`config.mk`:
```
export PLATFORM = sky130hd
export DESIGN_NAME = rcs_reset_cause
export DESIGN_NICKNAME = d
export VERILOG_FILES = /design/src/rtl/rcs_pkg.sv /design/src/rtl/rcs_pin_sync.sv /design/src/rtl/rcs_reset_cause.sv
export VERILOG_INCLUDE_DIRS = /design/src /design/src/rtl
export SDC_FILE = /design/constraint.sdc
export NUM_CORES = 1
export LEC_CHECK = 0
export BUFFER_PORTS_ARGS = -buffer_cell sky130_fd_sc_hd__clkbuf_2
export CAP_MARGIN = 20
export CELL_PAD_IN_SITES_DETAIL_PLACEMENT = 1
export CELL_PAD_IN_SITES_GLOBAL_PLACEMENT = 1
export CORE_MARGIN = 1
export CORE_UTILIZATION = 30
export CTS_BUF_LIST = sky130_fd_sc_hd__clkbuf_4 sky130_fd_sc_hd__clkbuf_8 sky130_fd_sc_hd__clkbuf_16
export DETAILED_ROUTE_END_ITERATION = 10
export PLACE_DENSITY = 0.75
export SKIP_CTS_REPAIR_TIMING = 1
export SLEW_MARGIN = 15
export SYNTH_ARGS = -nofsm -noshare
export SYNTH_HDL_FRONTEND = slang
export SYNTH_HIERARCHICAL = 1
export SYNTH_SLANG_ARGS = --single-unit
```
`constraint.sdc`:
```
create_clock -name sys_clk_in -period 4.7 [get_ports sys_clk_in]
set_input_delay 0.94 -clock sys_clk_in [delete_from_list [all_inputs] [get_ports sys_clk_in]]
set_output_delay 0.94 -clock sys_clk_in [all_outputs]
set_load 0.1 [all_outputs]
```
`src/rtl/rcs_defs.svh`:
```
`ifndef RCS_DEFS_SVH
`define RCS_DEFS_SVH

// register byte offsets
`define RCS_OFF_STATUS 12'h000
`define RCS_OFF_IRQ_STAT 12'h004
`define RCS_OFF_IRQ_MASK 12'h008

// flag bit positions
`define RCS_BIT_SUPPLY_POR 31
`define RCS_BIT_CORE_POR 30
`define RCS_BIT_CFG_ERR 27
`define RCS_BIT_CFG_FAIL 26
`define RCS_BIT_CFG_MISMATCH 9
`define RCS_BIT_PIN_RESET 7
`define RCS_BIT_SOFT_RESET 6
`define RCS_BIT_WATCHDOG 4
`define RCS_BIT_SLEEP 3
`define RCS_BIT_IDLE 2
`define RCS_BIT_BROWNOUT 1
`define RCS_BIT_POR 0

// implemented bits and reset values
`define RCS_IMPL_MASK 32'hCC0002DF
`define RCS_STATUS_RST 32'hC0000003
`define RCS_IRQ_STAT_RST 32'h00000000
`define RCS_IRQ_MASK_RST 32'h00000000

// axi answers
`define RCS_RESP_OKAY 2'h0
`define RCS_RESP_SLVERR 2'h2

// pin input synchroniser depth
`define RCS_SYNC_STAGES 3

`endif

```
`src/rtl/rcs_pkg.sv`:
```
package rcs_pkg;

  typedef struct packed {
    logic supply_por;
    logic core_por;
    logic cfg_err;
    logic cfg_fail;
    logic cfg_mismatch;
    logic pin_reset;
    logic soft_reset;
    logic watchdog;
    logic sleep;
    logic idle;
    logic wake;
    logic brownout;
    logic por;
  } rcs_events_t;

  typedef struct packed {
    logic [11:0] awaddr;
    logic awvalid;
    logic [31:0] wdata;
    logic [3:0] wstrb;
    logic wvalid;
    logic bready;
    logic [11:0] araddr;
    logic arvalid;
    logic rready;
  } rcs_axi_req_t;

  typedef struct packed {
    logic awready;
    logic wready;
    logic [1:0] bresp;
    logic bvalid;
    logic arready;
    logic [31:0] rdata;
    logic [1:0] rresp;
    logic rvalid;
  } rcs_axi_rsp_t;

endpackage

```
`src/rtl/rcs_pin_sync.sv`:
```
`timescale 1ns/1ps
`include "rcs_defs.svh"

module rcs_pin_sync #(
  parameter int WIDTH = 1
) (
  // clock and reset
  input wire logic sys_clk_in,
  input wire logic sys_rst_in,
  // pin levels in, agreed pulses out
  input wire logic [WIDTH-1:0] pin_in,
  output logic [WIDTH-1:0] rise_out
);

  typedef struct packed {
    logic [WIDTH-1:0] s1;
    logic [WIDTH-1:0] s2;
    logic [WIDTH-1:0] s3;
    logic [WIDTH-1:0] level;
    logic [WIDTH-1:0] rise;
  } rcs_sync_state_t;

  rcs_sync_state_t st_q;
  rcs_sync_state_t st_d;

  // stage two and three must agree before the level moves
  always_comb begin
    st_d = st_q;
    st_d.rise = '0;
    st_d.s1 = pin_in;
    st_d.s2 = st_q.s1;
    st_d.s3 = st_q.s2;
    for (int i = 0; i < WIDTH; i++) begin
      if (st_q.s2[i] == st_q.s3[i]) begin
        st_d.level[i] = st_q.s3[i];
        st_d.rise[i] = st_q.s3[i] & ~st_q.level[i];
      end
    end
  end

  always_ff @(posedge sys_clk_in) begin
    if (sys_rst_in) begin
      st_q <= '0;
    end else begin
      st_q <= st_d;
    end
  end

  assign rise_out = st_q.rise;

endmodule

```
`src/rtl/rcs_reset_cause.sv`:
```
// Local design decisions: the address map and the AXI4-Lite register port.
`timescale 1ns/1ps
`include "rcs_defs.svh"

// Functional notes
// - supply power-on sets bit 31
// - core power-on sets bit 30
// - primary config read error sets bit 27
// - both config sets failing sets bit 26
// - config mismatch reset sets bit 9
// - master-clear pin reset sets bit 7
// - software reset sets bit 6
// - watchdog time-out sets bit 4
// - flags stay set until software clears
// - wake from sleep also sets bit 2
// - unimplemented bits read zero, ignore writes
module rcs_reset_cause (
  // clock and reset
  input wire logic sys_clk_in,
  input wire logic sys_rst_in,
  // cause events from on-chip logic, one-cycle pulses
  input wire logic supply_por_in,
  input wire logic core_por_in,
  input wire logic primary_cfg_read_error_in,
  input wire logic both_cfg_read_failure_in,
  input wire logic cfg_mismatch_in,
  input wire logic soft_reset_in,
  input wire logic watchdog_timeout_in,
  input wire logic sleep_in,
  input wire logic idle_in,
  input wire logic wake_in,
  input wire logic brownout_in,
  input wire logic por_in,
  // external pin
  input wire logic master_clear_pin_n_in,
  // axi4-lite slave
  input wire rcs_pkg::rcs_axi_req_t axi_req_in,
  output rcs_pkg::rcs_axi_rsp_t axi_rsp_out,
  // interrupt
  output logic irq_out
);

  typedef struct packed {
    logic [31:0] status;
    logic [31:0] irq_stat;
    logic [31:0] irq_mask;
    logic aw_held;
    logic [11:0] aw_addr;
    logic w_held;
    logic [31:0] w_data;
    logic [3:0] w_strb;
    logic bvalid;
    logic [1:0] bresp;
    logic rvalid;
    logic [31:0] rdata;
    logic [1:0] rresp;
    logic irq;
  } rcs_state_t;

  rcs_state_t st_q;
  rcs_state_t st_d;
  rcs_pkg::rcs_events_t ev;
  logic pin_rise;
  logic [31:0] set_vec;
  logic [31:0] wmask;
  logic [31:0] clr_status;
  logic [31:0] clr_irq;
  logic [31:0] wr_mask;
  logic wr_fire;
  logic rd_fire;
  logic [11:0] wr_addr;
  logic [31:0] wr_data;
  logic [3:0] wr_strb;
  logic [11:0] rd_addr;

  // pin passes three flops, active low pin so invert
  rcs_pin_sync #(
    .WIDTH(1)
  ) u_pin_sync (
    .sys_clk_in(sys_clk_in),
    .sys_rst_in(sys_rst_in),
    .pin_in(~master_clear_pin_n_in),
    .rise_out(pin_rise)
  );

  // gather cause events
  always_comb begin
    ev = '0;
    ev.supply_por = supply_por_in;
    ev.core_por = core_por_in;
    ev.cfg_err = primary_cfg_read_error_in;
    ev.cfg_fail = both_cfg_read_failure_in;
    ev.cfg_mismatch = cfg_mismatch_in;
    ev.pin_reset = pin_rise;
    ev.soft_reset = soft_reset_in;
    ev.watchdog = watchdog_timeout_in;
    ev.sleep = sleep_in;
    ev.idle = idle_in;
    ev.wake = wake_in;
    ev.brownout = brownout_in;
    ev.por = por_in;
  end

  // set vector, one bit per cause, idle and wake share bit 2
  always_comb begin
    set_vec = '0;
    set_vec[`RCS_BIT_SUPPLY_POR] = ev.supply_por;
    set_vec[`RCS_BIT_CORE_POR] = ev.core_por;
    set_vec[`RCS_BIT_CFG_ERR] = ev.cfg_err;
    set_vec[`RCS_BIT_CFG_FAIL] = ev.cfg_fail;
    set_vec[`RCS_BIT_CFG_MISMATCH] = ev.cfg_mismatch;
    set_vec[`RCS_BIT_PIN_RESET] = ev.pin_reset;
    set_vec[`RCS_BIT_SOFT_RESET] = ev.soft_reset;
    set_vec[`RCS_BIT_WATCHDOG] = ev.watchdog;
    set_vec[`RCS_BIT_SLEEP] = ev.sleep;
    set_vec[`RCS_BIT_IDLE] = ev.idle | ev.wake;
    set_vec[`RCS_BIT_BROWNOUT] = ev.brownout;
    set_vec[`RCS_BIT_POR] = ev.por;
  end

  // write channel: address and data in either order
  always_comb begin
    wr_addr = st_q.aw_held ? st_q.aw_addr : axi_req_in.awaddr;
    wr_data = st_q.w_held ? st_q.w_data : axi_req_in.wdata;
    wr_strb = st_q.w_held ? st_q.w_strb : axi_req_in.wstrb;
    wr_fire = (st_q.aw_held | axi_req_in.awvalid) &
      (st_q.w_held | axi_req_in.wvalid) & ~st_q.bvalid;
    rd_addr = axi_req_in.araddr;
    rd_fire = axi_req_in.arvalid & ~st_q.rvalid;
  end

  // byte enables to bit mask
  always_comb begin
    for (int b = 0; b < 4; b++) begin
      wmask[b*8 +: 8] = {8{wr_strb[b]}};
    end
  end

  // software write-zero clears status, write-one clears irq
  always_comb begin
    clr_status = '0;
    clr_irq = '0;
    wr_mask = '0;
    if (wr_fire) begin
      if (wr_addr == `RCS_OFF_STATUS) begin
        clr_status = wmask & ~wr_data & `RCS_IMPL_MASK;
      end
      if (wr_addr == `RCS_OFF_IRQ_STAT) begin
        clr_irq = wmask & wr_data & `RCS_IMPL_MASK;
      end
      if (wr_addr == `RCS_OFF_IRQ_MASK) begin
        wr_mask = wmask;
      end
    end
  end

  always_comb begin
    st_d = st_q;
    // flags: clear first, set wins, others untouched
    st_d.status = ((st_q.status & ~clr_status) | set_vec) &
      `RCS_IMPL_MASK;
    st_d.irq_stat = ((st_q.irq_stat & ~clr_irq) | set_vec) &
      `RCS_IMPL_MASK;
    st_d.irq_mask = ((st_q.irq_mask & ~wr_mask) |
      (wr_data & wr_mask)) & `RCS_IMPL_MASK;
    st_d.irq = |(st_d.irq_stat & st_d.irq_mask);
    // write address and data capture
    if (axi_req_in.awvalid & ~st_q.aw_held & ~st_q.bvalid &
      ~wr_fire) begin
      st_d.aw_held = 1'b1;
      st_d.aw_addr = axi_req_in.awaddr;
    end
    if (axi_req_in.wvalid & ~st_q.w_held & ~st_q.bvalid &
      ~wr_fire) begin
      st_d.w_held = 1'b1;
      st_d.w_data = axi_req_in.wdata;
      st_d.w_strb = axi_req_in.wstrb;
    end
    if (wr_fire) begin
      st_d.aw_held = 1'b0;
      st_d.w_held = 1'b0;
      st_d.bvalid = 1'b1;
      case (wr_addr)
        `RCS_OFF_STATUS, `RCS_OFF_IRQ_STAT, `RCS_OFF_IRQ_MASK:
          st_d.bresp = `RCS_RESP_OKAY;
        default:
          st_d.bresp = `RCS_RESP_SLVERR;
      endcase
    end else if (st_q.bvalid & axi_req_in.bready) begin
      st_d.bvalid = 1'b0;
    end
    // read channel
    if (rd_fire) begin
      st_d.rvalid = 1'b1;
      st_d.rresp = `RCS_RESP_OKAY;
      case (rd_addr)
        `RCS_OFF_STATUS:
          st_d.rdata = st_q.status & `RCS_IMPL_MASK;
        `RCS_OFF_IRQ_STAT:
          st_d.rdata = st_q.irq_stat;
        `RCS_OFF_IRQ_MASK:
          st_d.rdata = st_q.irq_mask;
        default: begin
          st_d.rdata = 32'h00000000;
          st_d.rresp = `RCS_RESP_SLVERR;
        end
      endcase
    end else if (st_q.rvalid & axi_req_in.rready) begin
      st_d.rvalid = 1'b0;
    end
  end

  always_ff @(posedge sys_clk_in) begin
    if (sys_rst_in) begin
      st_q <= '0;
      st_q.status <= `RCS_STATUS_RST;
      st_q.irq_stat <= `RCS_IRQ_STAT_RST;
      st_q.irq_mask <= `RCS_IRQ_MASK_RST;
    end else begin
      st_q <= st_d;
    end
  end

  // bus answers
  always_comb begin
    axi_rsp_out.awready = ~st_q.aw_held & ~st_q.bvalid;
    axi_rsp_out.wready = ~st_q.w_held & ~st_q.bvalid;
    axi_rsp_out.bvalid = st_q.bvalid;
    axi_rsp_out.bresp = st_q.bresp;
    axi_rsp_out.arready = ~st_q.rvalid;
    axi_rsp_out.rvalid = st_q.rvalid;
    axi_rsp_out.rdata = st_q.rdata;
    axi_rsp_out.rresp = st_q.rresp;
  end

  assign irq_out = st_q.irq;

endmodule

```
After elaboration in Yosys (flattened, before gate mapping)
Index checks and enable logic that the tools add are counted.
{"block": "op_classes", "n_eq_ne": 5, "muxes": 16, "n_bitwise": 39, "reduce_logical": 9}
{"op": "32-bit AND", "count": 7}
{"op": "32-bit 2-to-1 mux", "count": 7}
{"op": "32-bit NOT", "count": 4}
{"op": "32-bit OR", "count": 3}
{"op": "32-bit one-hot mux with 3 select lines", "count": 1}
{"op": "32-bit OR reduction", "count": 1}
{"op": "12-bit by 3-bit == test with 1-bit output (second input constant)", "count": 2}
{"op": "12-bit by 4-bit == test with 1-bit output (second input constant)", "count": 2}
{"op": "12-bit zero test", "count": 2}
{"op": "1-bit AND", "count": 14}
{"op": "12-bit 2-to-1 mux", "count": 1}
{"op": "1-bit NOT", "count": 8}
{"op": "3-bit OR reduction", "count": 2}
{"op": "1-bit 2-to-1 mux", "count": 4}
{"op": "2-bit 2-to-1 mux", "count": 2}
{"op": "4-bit 2-to-1 mux", "count": 1}
{"op": "2-bit nonzero test", "count": 2}
{"op": "2-bit OR reduction", "count": 2}
{"op": "1-bit OR", "count": 3}
{"op": "1-bit == test", "count": 1}
{"block": "word_totals", "ff_bits": 190, "in_bits": 80, "word_cells": 91}

Depth between registers and ports, before layout
Gate-level depths: netlist (run 1).
{"block": "depth", "word_depth": 9, "mapped_depth": 9, "depth_no_buf": 7}

By module
Netlist (run 1), hierarchy kept.
{"mod": "rcs_reset_cause", "instances": 1, "cells_per_inst": 458, "area_per_inst_um2": 3986.3}
{"mod": "rcs_pin_sync", "instances": 1, "cells_per_inst": 12, "area_per_inst_um2": 148.9}

Worst setup path after synthesis (run 1)
Ideal clock, no wire load.
{"block": "synth_timing", "kind": "register -> output", "from": "register st_q[75] (netlist bit)", "to": "output axi_rsp_out[39] (netlist bit)", "t_arrival_ns": 2.051, "slack_ns": 1.709, "path_stages_with_launch": 4, "n_path_buf": 2, "path_cell_list": "dfxtp_1 buf_2 buf_1 nor2_1"}
{"item": "start, declared", "line_no": "rcs_reset_cause.sv:60", "source": "rcs_state_t st_q;"}
{"item": "start signal, assigned", "line_no": "rcs_reset_cause.sv:220", "source": "st_q <= st_d;"}
{"item": "end, declared", "line_no": "rcs_reset_cause.sv:38", "source": "output rcs_pkg::rcs_axi_rsp_t axi_rsp_out,"}

Final worst setup path (run 1)
{"block": "layout_timing", "from": "input axi_req_in[55] (netlist bit)", "to": "register st_q (netlist bit irq_out)"}
{"block": "layout_between", "elab_chain_cells": 9}
{"item": "start, declared", "line_no": "rcs_reset_cause.sv:37", "source": "input wire rcs_pkg::rcs_axi_req_t axi_req_in,"}
{"item": "12-bit 2-to-1 mux (*)", "line_no": "rcs_reset_cause.sv:123", "source": "wr_addr = st_q.aw_held ? st_q.aw_addr : axi_req_in.awaddr;"}
{"item": "12-bit by 3-bit == test with 1-bit output / 12-bit by 4-bit == test with 1-bit output (equally long branches)"}
{"item": "32-bit 2-to-1 mux (on tied branches)", "line_no": "rcs_reset_cause.sv:148, rcs_reset_cause.sv:151"}
{"item": "32-bit 2-to-1 mux", "line_no": "rcs_reset_cause.sv:144", "source": "if (wr_fire) begin"}
{"item": "32-bit NOT (on tied branches)", "line_no": "rcs_reset_cause.sv:162, rcs_reset_cause.sv:164"}
{"item": "32-bit AND (on tied branches)", "line_no": "rcs_reset_cause.sv:162, rcs_reset_cause.sv:164"}
{"item": "32-bit OR (on tied branches)", "line_no": "rcs_reset_cause.sv:162, rcs_reset_cause.sv:164"}
{"item": "32-bit AND (*)", "line_no": "rcs_reset_cause.sv:166", "source": "st_d.irq = |(st_d.irq_stat & st_d.irq_mask);"}
{"item": "32-bit OR reduction (*)", "line_no": "rcs_reset_cause.sv:166"}
Mark *: on every way between the ends. The rest lies on a longest branch, timed or not.
A chain may end at the register's enable or synchronous reset.

==> metrics.md, run 1 <==
| Metric | Value |
|---|---|
| Setup CP Type | `in2reg` |
| RD Place Congestion | `0.799` |
| CTS tree | `built` |
| Layout cells sized above 1 | `22.2%` |
| Mapped Area | `0.00414 mm²` |
| Slew @ Worst Pin | `1050 ps` |
| Total GRT Usage | `15.7%` |
| CP Launch Type | `input pin` |
| Post-DP HPWL | `8030 µm` |
| Part of the cycle the worst path needs | `between 60 and 70%` |
| Height of the die | `around 120 µm` |
| Worst-skew pair later-pin latency | `340 ps` |
| Most common cell after layout, fill and taps aside | `dfxtp_1` |
| Critical Path Max Stage Delay | `470 ps` |
| Synth cell types | `47` |
| Die Footprint | `0.0143 mm²` |
| Slowest cell on the critical path | `a22oi_1` |
| Average wire per standard cell | `14.9 µm` |
| Drt pass-1 iters | `4` |
| Syn Area/Cell | `8.80 µm²` |
| CP Cell Sequence | `clkbuf_2, or3b_2, a22oi_1, nand4_2, mux2_2, a21oi_1, nor4_1, a41oi_1` |
| Clk_skew | `5.04 ps` |
| # Max-Cap Violations | `0` |
| Worst hold path type | `reg2reg` |
| Worst Path Arrival | `3220 ps` |
| DR iter-0 viols | `104` |
| Post-route setup slack | `~1700 ps` |
| Diodes inserted | `0` |
| Pwr/cell area | `378 mW/mm²` |
| Leakage power | `2.18 nW` |
| Initial Util | `31.0%` |
| Largest net degree at the start of global routing | `52` |
| FMAX | `330 MHz` |
| Clk root buf | `clkbuf_16` |
| Ports | `between 100 and 150` |
| Register area share after synthesis | `42.1%` |
| IO Port Bufs | `78` |
| First-pass GRT wire length | `around 18000 µm` |
| TritonCTS buffer count | `9` |
| Crit path required time | `4880 ps` |
| GR Overflow Total | `0` |
| CP Capture Point | `irq_out` |
| Final Slew Violations | `0` |
| Vias after detailed routing | `3379` |
| Final net count | `603` |
| Fin. Hold Viols | `0` |
| Final min period | `~3000 ps` |
| ANT nets after route | `0` |
| Rel. slew slack | `30.0%` |
| Row Count | `42` |
| Placed cell count | `686` |
| Dpl ws | `1280 ps` |
| Htree depth | `3` |
| Synth async-reset ratio | `0%` |
| Crit path from | `axi_req_in[55]` |
| Synth-to-Final Area Change | `16.2%` |
| Vias in the first global route | `3531` |
| Residual DRC | `0` |
| Max IR drop VDD | `roughly 0.00015 V` |
| Clk slew on worst S/H paths | `60 ps` |
| Ys Warns | `6` |
| Seq cells post-synth | `87` |
| CP Capture Type | `flop` |
| Highest-count cells in the layout ignoring fill and taps | `dfxtp_1 (87), clkbuf_2 (78), nor2_1 (72)` |
| RSZ-0062 raised after global routing | `false` |
| Fill cells | `1589` |
| Status | `complete, no violations` |
| Power Total | `around 0.0018 W` |
| CP max FO | `5` |
| Final Instance Count excl. Fillers | `704` |
| # setup viols final | `0` |
| Number of synthesized flops with an enable pin | `0` |
| Worst flop-to-flop path startpoint | `st_q[88]` |
| Die X | `119 µm` |
| DR vias/cell | `4.80` |
| Internal reg-to-reg setup slack | `roughly 1700 ps` |
| Top FF cell, synth | `dfxtp_1` |
| RR Endpoint | `irq_out` |
| Clock sink count | `87` |
| DRT Wirelength | `10500 µm` |
| Clock Path Buffers | `2` |
| Reg2reg path depth | `7` |
| Antenna violations before repair | `0` |
| Synth Instances | `470` |
| Setup TNS | `0 ps` |
| CORE AREA | `0.0133 mm²` |
==> worst min-delay path by stage <==
stage / from / endpoint / slack, ps / depth (start not counted)
2_1_floorplan: u_pin_sync/st_d[3] / u_pin_sync/st_d[2] / 410 / 1
4_1_cts: u_pin_sync/st_d[3] / u_pin_sync/st_d[2] / 470 / 1
3_5_place_dp: u_pin_sync/st_d[3] / u_pin_sync/st_d[2] / 440 / 1
5_1_grt: u_pin_sync/st_d[3] / u_pin_sync/st_d[2] / 490 / 1
6_report: u_pin_sync/st_d[3] / u_pin_sync/st_d[2] / 460 / 1
3_3_place_gp: u_pin_sync/st_d[3] / u_pin_sync/st_d[2] / 430 / 1
==> cell type report <==
cell class,instances,area (µm²),area share [%]
inverter,23,86.3,1.80
clock inverter,3,42.5,0.885
multi-input combinational,320,2010,41.7
timing repair buffer,82,448,9.32
sequential,87,1740,36.2
clock buffer,13,262,5.44
tap,176,220,4.58
==> where the power goes <==
group	internal [W]	switching (W)
clock	0.000443	0.000280
combinational	0.0000797	0.000225
sequential	0.000767	0.0000216
==> cell usage after synthesis, drive strengths merged, types with 3 or more instances <==
cell type,count,area share [%]
a211oi,3,0.54
nor4,4,0.61
inv,23,2.1
or3b,3,0.64
o31ai,3,0.54
mux2,9,2.5
a21oi,27,3.4
nand3b,4,0.73
o22ai,5,1.1
dfxtp,87,42
o21ai,22,2.7
nand3,3,0.36
buf,46,7.8
nand2,29,2.6
clkbuf,15,1.4
mux2i,59,14
nand4,6,1.6
nor3,14,1.8
a22oi,14,2.5
nor2b,4,0.79
a211o,3,0.64
nor2,73,6.7
==> metrics by stage <==
stage / hold slack, ps / cell area (µm²) / utilization (%)
3_5_place_dp: 441 / 4460 / 33.4
5_1_grt: 485 / 4810 / 36.0
4_1_cts: 465 / 4760 / 35.7
6_report: 458 / 4810 / 36.0
3_3_place_gp: 427 / 4460 / 33.4
2_1_floorplan: 414 / 4210 / -
==> cells by family (layout without fill, tap and decap cells) <==
kind of cell	count (synthesis)	in the layout	share of synthesized area (%)
other cells	1	22	0.0907
compound gates	83	83	12.6
flops	87	87	42.1
simple gates	147	147	17.1
buf+inv	84	121	11.3
mux	68	68	16.7
==> flip-flops by register name, summed over array words and instances (netlist names) <==
| register | cells |
|---|---|
| st_q | 65 |
| axi_rsp_out | 16 |
| u_pin_sync/st_d | 2 |
| u_pin_sync/st_q | 2 |
| irq_out | 1 |
| u_pin_sync/rise_out | 1 |
==> critical path: cells and delay by family <==
kind                   cells  cell delay [ps]
AO/OA/AOI/OAI              3              730
buffers and inverters      1              120
multiplexers               1              320
AND/OR/NAND/NOR            3             1100
==> per-layer routing <==
metal	track usage, %	up-vias	share of wire (%)
met3	4.07	7	5.1
met1	18.8	1619	44
li1	-	1677	-
met5	0	-	0
met2	27.4	76	50
met4	4.53	0	1.0
(Power assumes the default switching activity.)
==> run 2, diff against run 1 <==
==> constraint.sdc (replaced) <==
create_clock -name sys_clk_in -period 2.8 [get_ports sys_clk_in]
set_input_delay 0.56 -clock sys_clk_in [delete_from_list [all_inputs] [get_ports sys_clk_in]]
set_output_delay 0.56 -clock sys_clk_in [all_outputs]
set_load 0.1 [all_outputs]
==> metrics.md, run 2 (synthesis results as in run 1) <==
| Metric | Value |
|---|---|
| Row Count | `42 (unchanged)` |
| Clock Path Buffers | `2 (unchanged)` |
| GR Overflow Total | `0 (unchanged)` |
| Synth-to-Final Area Change | `18.8%` |
| Slew @ Worst Pin | `821 ps (-226 ps)` |
| Crit path required time | `2990 ps (-1890 ps)` |
| Part of the cycle the worst path needs | `between 90 and 100%` |
| CTS tree | `built` |
| Status | `complete, no violations` |
| Critical Path Max Stage Delay | `520 ps (+50 ps)` |
| Final min period | `around 2500 ps` |
| # setup viols final | `0 (unchanged)` |
| Worst Path Arrival | `2720 ps (-500 ps)` |
| DRT Wirelength | `10700 µm (+1.5%)` |
| Clk root buf | `clkbuf_16` |
| Htree depth | `3 (unchanged)` |
| Detail Route met3 WL | `605 µm (+13%)` |
| Most common cell after layout, fill and taps aside | `dfxtp_1` |
| Fill cells | `1590 (+0.063%)` |
| Worst-skew pair later-pin latency | `340 ps (about the same)` |
| FMAX | `395 MHz` |
| ANT nets after route | `0 (unchanged)` |
| CP max FO | `9 (+4)` |
| CORE AREA | `0.0133 mm² (unchanged)` |
| Slowest cell on the critical path | `or4b_1` |
| Fin. Hold Viols | `0 (unchanged)` |
| CP Launch Type | `flop` |
| Power Total | `0.00309 W (+70%)` |
| Worst hold path type | `in2reg` |
| Vias in the first global route | `3621 (+2.5%)` |
| Switching portion of total power | `28.9% (-0.12 points)` |
| Setup CP Type | `reg2reg` |
| Post-DP HPWL | `8220 µm (+2.4%)` |
| DR vias/cell | `4.84 (+0.75%)` |
| Die X | `119 µm (unchanged)` |
| CP Cell Sequence | `or4b_1, o22ai_4, nand4_4, mux2i_1, nor3_1, nor4_1, a41oi_1` |
| WHS | `414 ps (-44.0 ps)` |
| Sequential power share | `42.6% (-0.8 points)` |
| Logic pwr share | `17.0% (+0.2 points)` |
| Layout cells sized above 1 | `24.3% (+2.2 points)` |
| IO Port Bufs | `78 (unchanged)` |
| Ports | `122 (unchanged)` |
| Antenna violations before repair | `0 (unchanged)` |
| Pwr/cell area | `630 mW/mm² (+67%)` |
| Drt pass-1 iters | `4 (unchanged)` |
| Final Slew Violations | `0 (unchanged)` |
| Height of the die | `119 µm (unchanged)` |
| # Max-Cap Violations | `0 (unchanged)` |
| Met1 wire length | `4680 µm (+0.97%)` |
| Clock Power Share | `40.4% (+0.6 points)` |
| Die Footprint | `0.0143 mm² (unchanged)` |
| Final core occ | `36.8% (+0.81 points)` |
| Net Sw Power | `0.000894 W (+70%)` |
| Vias after detailed routing | `3477 (+2.9%)` |
| Final net count | `618 (+2.5%)` |
| RSZ-0062 raised after global routing | `false` |
| Initial Util | `31.0% (unchanged)` |
| Clk_skew | `4.49 ps (-0.551 ps)` |
| CP Capture Type | `flop` |
| Highest-count cells in the layout ignoring fill and taps | `dfxtp_1 (87), clkbuf_2 (78), nor2_1 (72)` |
| DR iter-0 viols | `118 (+13%)` |
| Leakage power | `2.25 nW (+3.5%)` |
| TritonCTS buffer count | `9 (unchanged)` |
| Internal power | `0.00220 W (+71%)` |
| Setup TNS | `0 ps (unchanged)` |
| Met2 wire len | `5280 µm (+0.90%)` |
| First-pass GRT wire length | `17800 µm (+0.82%)` |
| Diodes inserted | `0 (unchanged)` |
| Clk slew on worst S/H paths | `60 ps (about the same)` |
| Residual DRC | `0 (unchanged)` |
| Largest register FFs | `65 (unchanged)` |
| Top reg by flops | `st_q` |
| Max IR drop VDD | `0.000287 V (+97%)` |
| Average wire per standard cell | `14.8 µm (-0.60%)` |
| Total GRT Usage | `16.0% (+0.30 points)` |
| Largest net degree at the start of global routing | `43 (-17%)` |
| RD Place Congestion | `0.771 (-3.6%)` |
| Clock sink count | `87 (unchanged)` |
| Rel. slew slack | `45.1% (+15 points)` |
| Top sig layer | `met4` |
[run 2: cell types whose count changed in the layout (fill, tap and decap cells not counted), sizes merged]
cell / before / now
clkinvlp: 1 / 0
clkinv: 1 / 2
buf: 4 / 19
[run 2: final timing paths]
check,from,endpoint,slack [ps],cells after the start
max,st_q[88],irq_out,270,7
min,axi_req_in[0],axi_rsp_out[0],410,2
max reg2reg,st_q[88],irq_out,270,7
min reg2reg,u_pin_sync/st_d[3],u_pin_sync/st_d[2],440,1
[run 2: layout make-up]
class,count,area (µm²),area share [%]
inverters,23,86.3,1.76
flip-flops and latches,87,1740,35.4
well taps,176,220,4.48
clock inverters,3,40.0,0.815
multi-input cells,320,2010,40.8
clock buffers,13,274,5.58
repair buffers,97,546,11.1
[run 2: worst max-delay path: cells and delay by family (launching register included)]
kind,cells,cell delay [ps]
muxes,1,270
AOI/OAI and AO/OA,2,450
and+or+nand+nor,4,1170
DFF,1,480
[run 2: power by group through the flow]
stage / Combinational (W) / Sequential [W] / Clock (W)
4_1_cts: 0.000530 / 0.00132 / 0.00129
3_3_place_gp: 0.000513 / 0.00134 / 0
2_1_floorplan: 0.000435 / 0.00133 / 0
3_5_place_dp: 0.000529 / 0.00135 / 0
6_report: 0.000525 / 0.00132 / 0.00125
5_1_grt: 0.000562 / 0.00133 / 0.00134
[run 2: per-stage QoR]
stage	worst slack [ps]	instances	instance area (µm²)
global placement	66.3	703	4600
CTS	213	719	4910
global route	39.7	719	4910
detailed placement	13.4	703	4600
floorplan	189	491	4210
finish	269	719	4910
[run 2: metal layers]
| metal | GRT usage, % | up-vias |
|---|---|---|
| li1 | - | 1702 |
| met1 | 18.5 | 1695 |
| met2 | 27.7 | 70 |
| met3 | 5.46 | 10 |
| met4 | 4.69 | 0 |
| met5 | 0 | - |
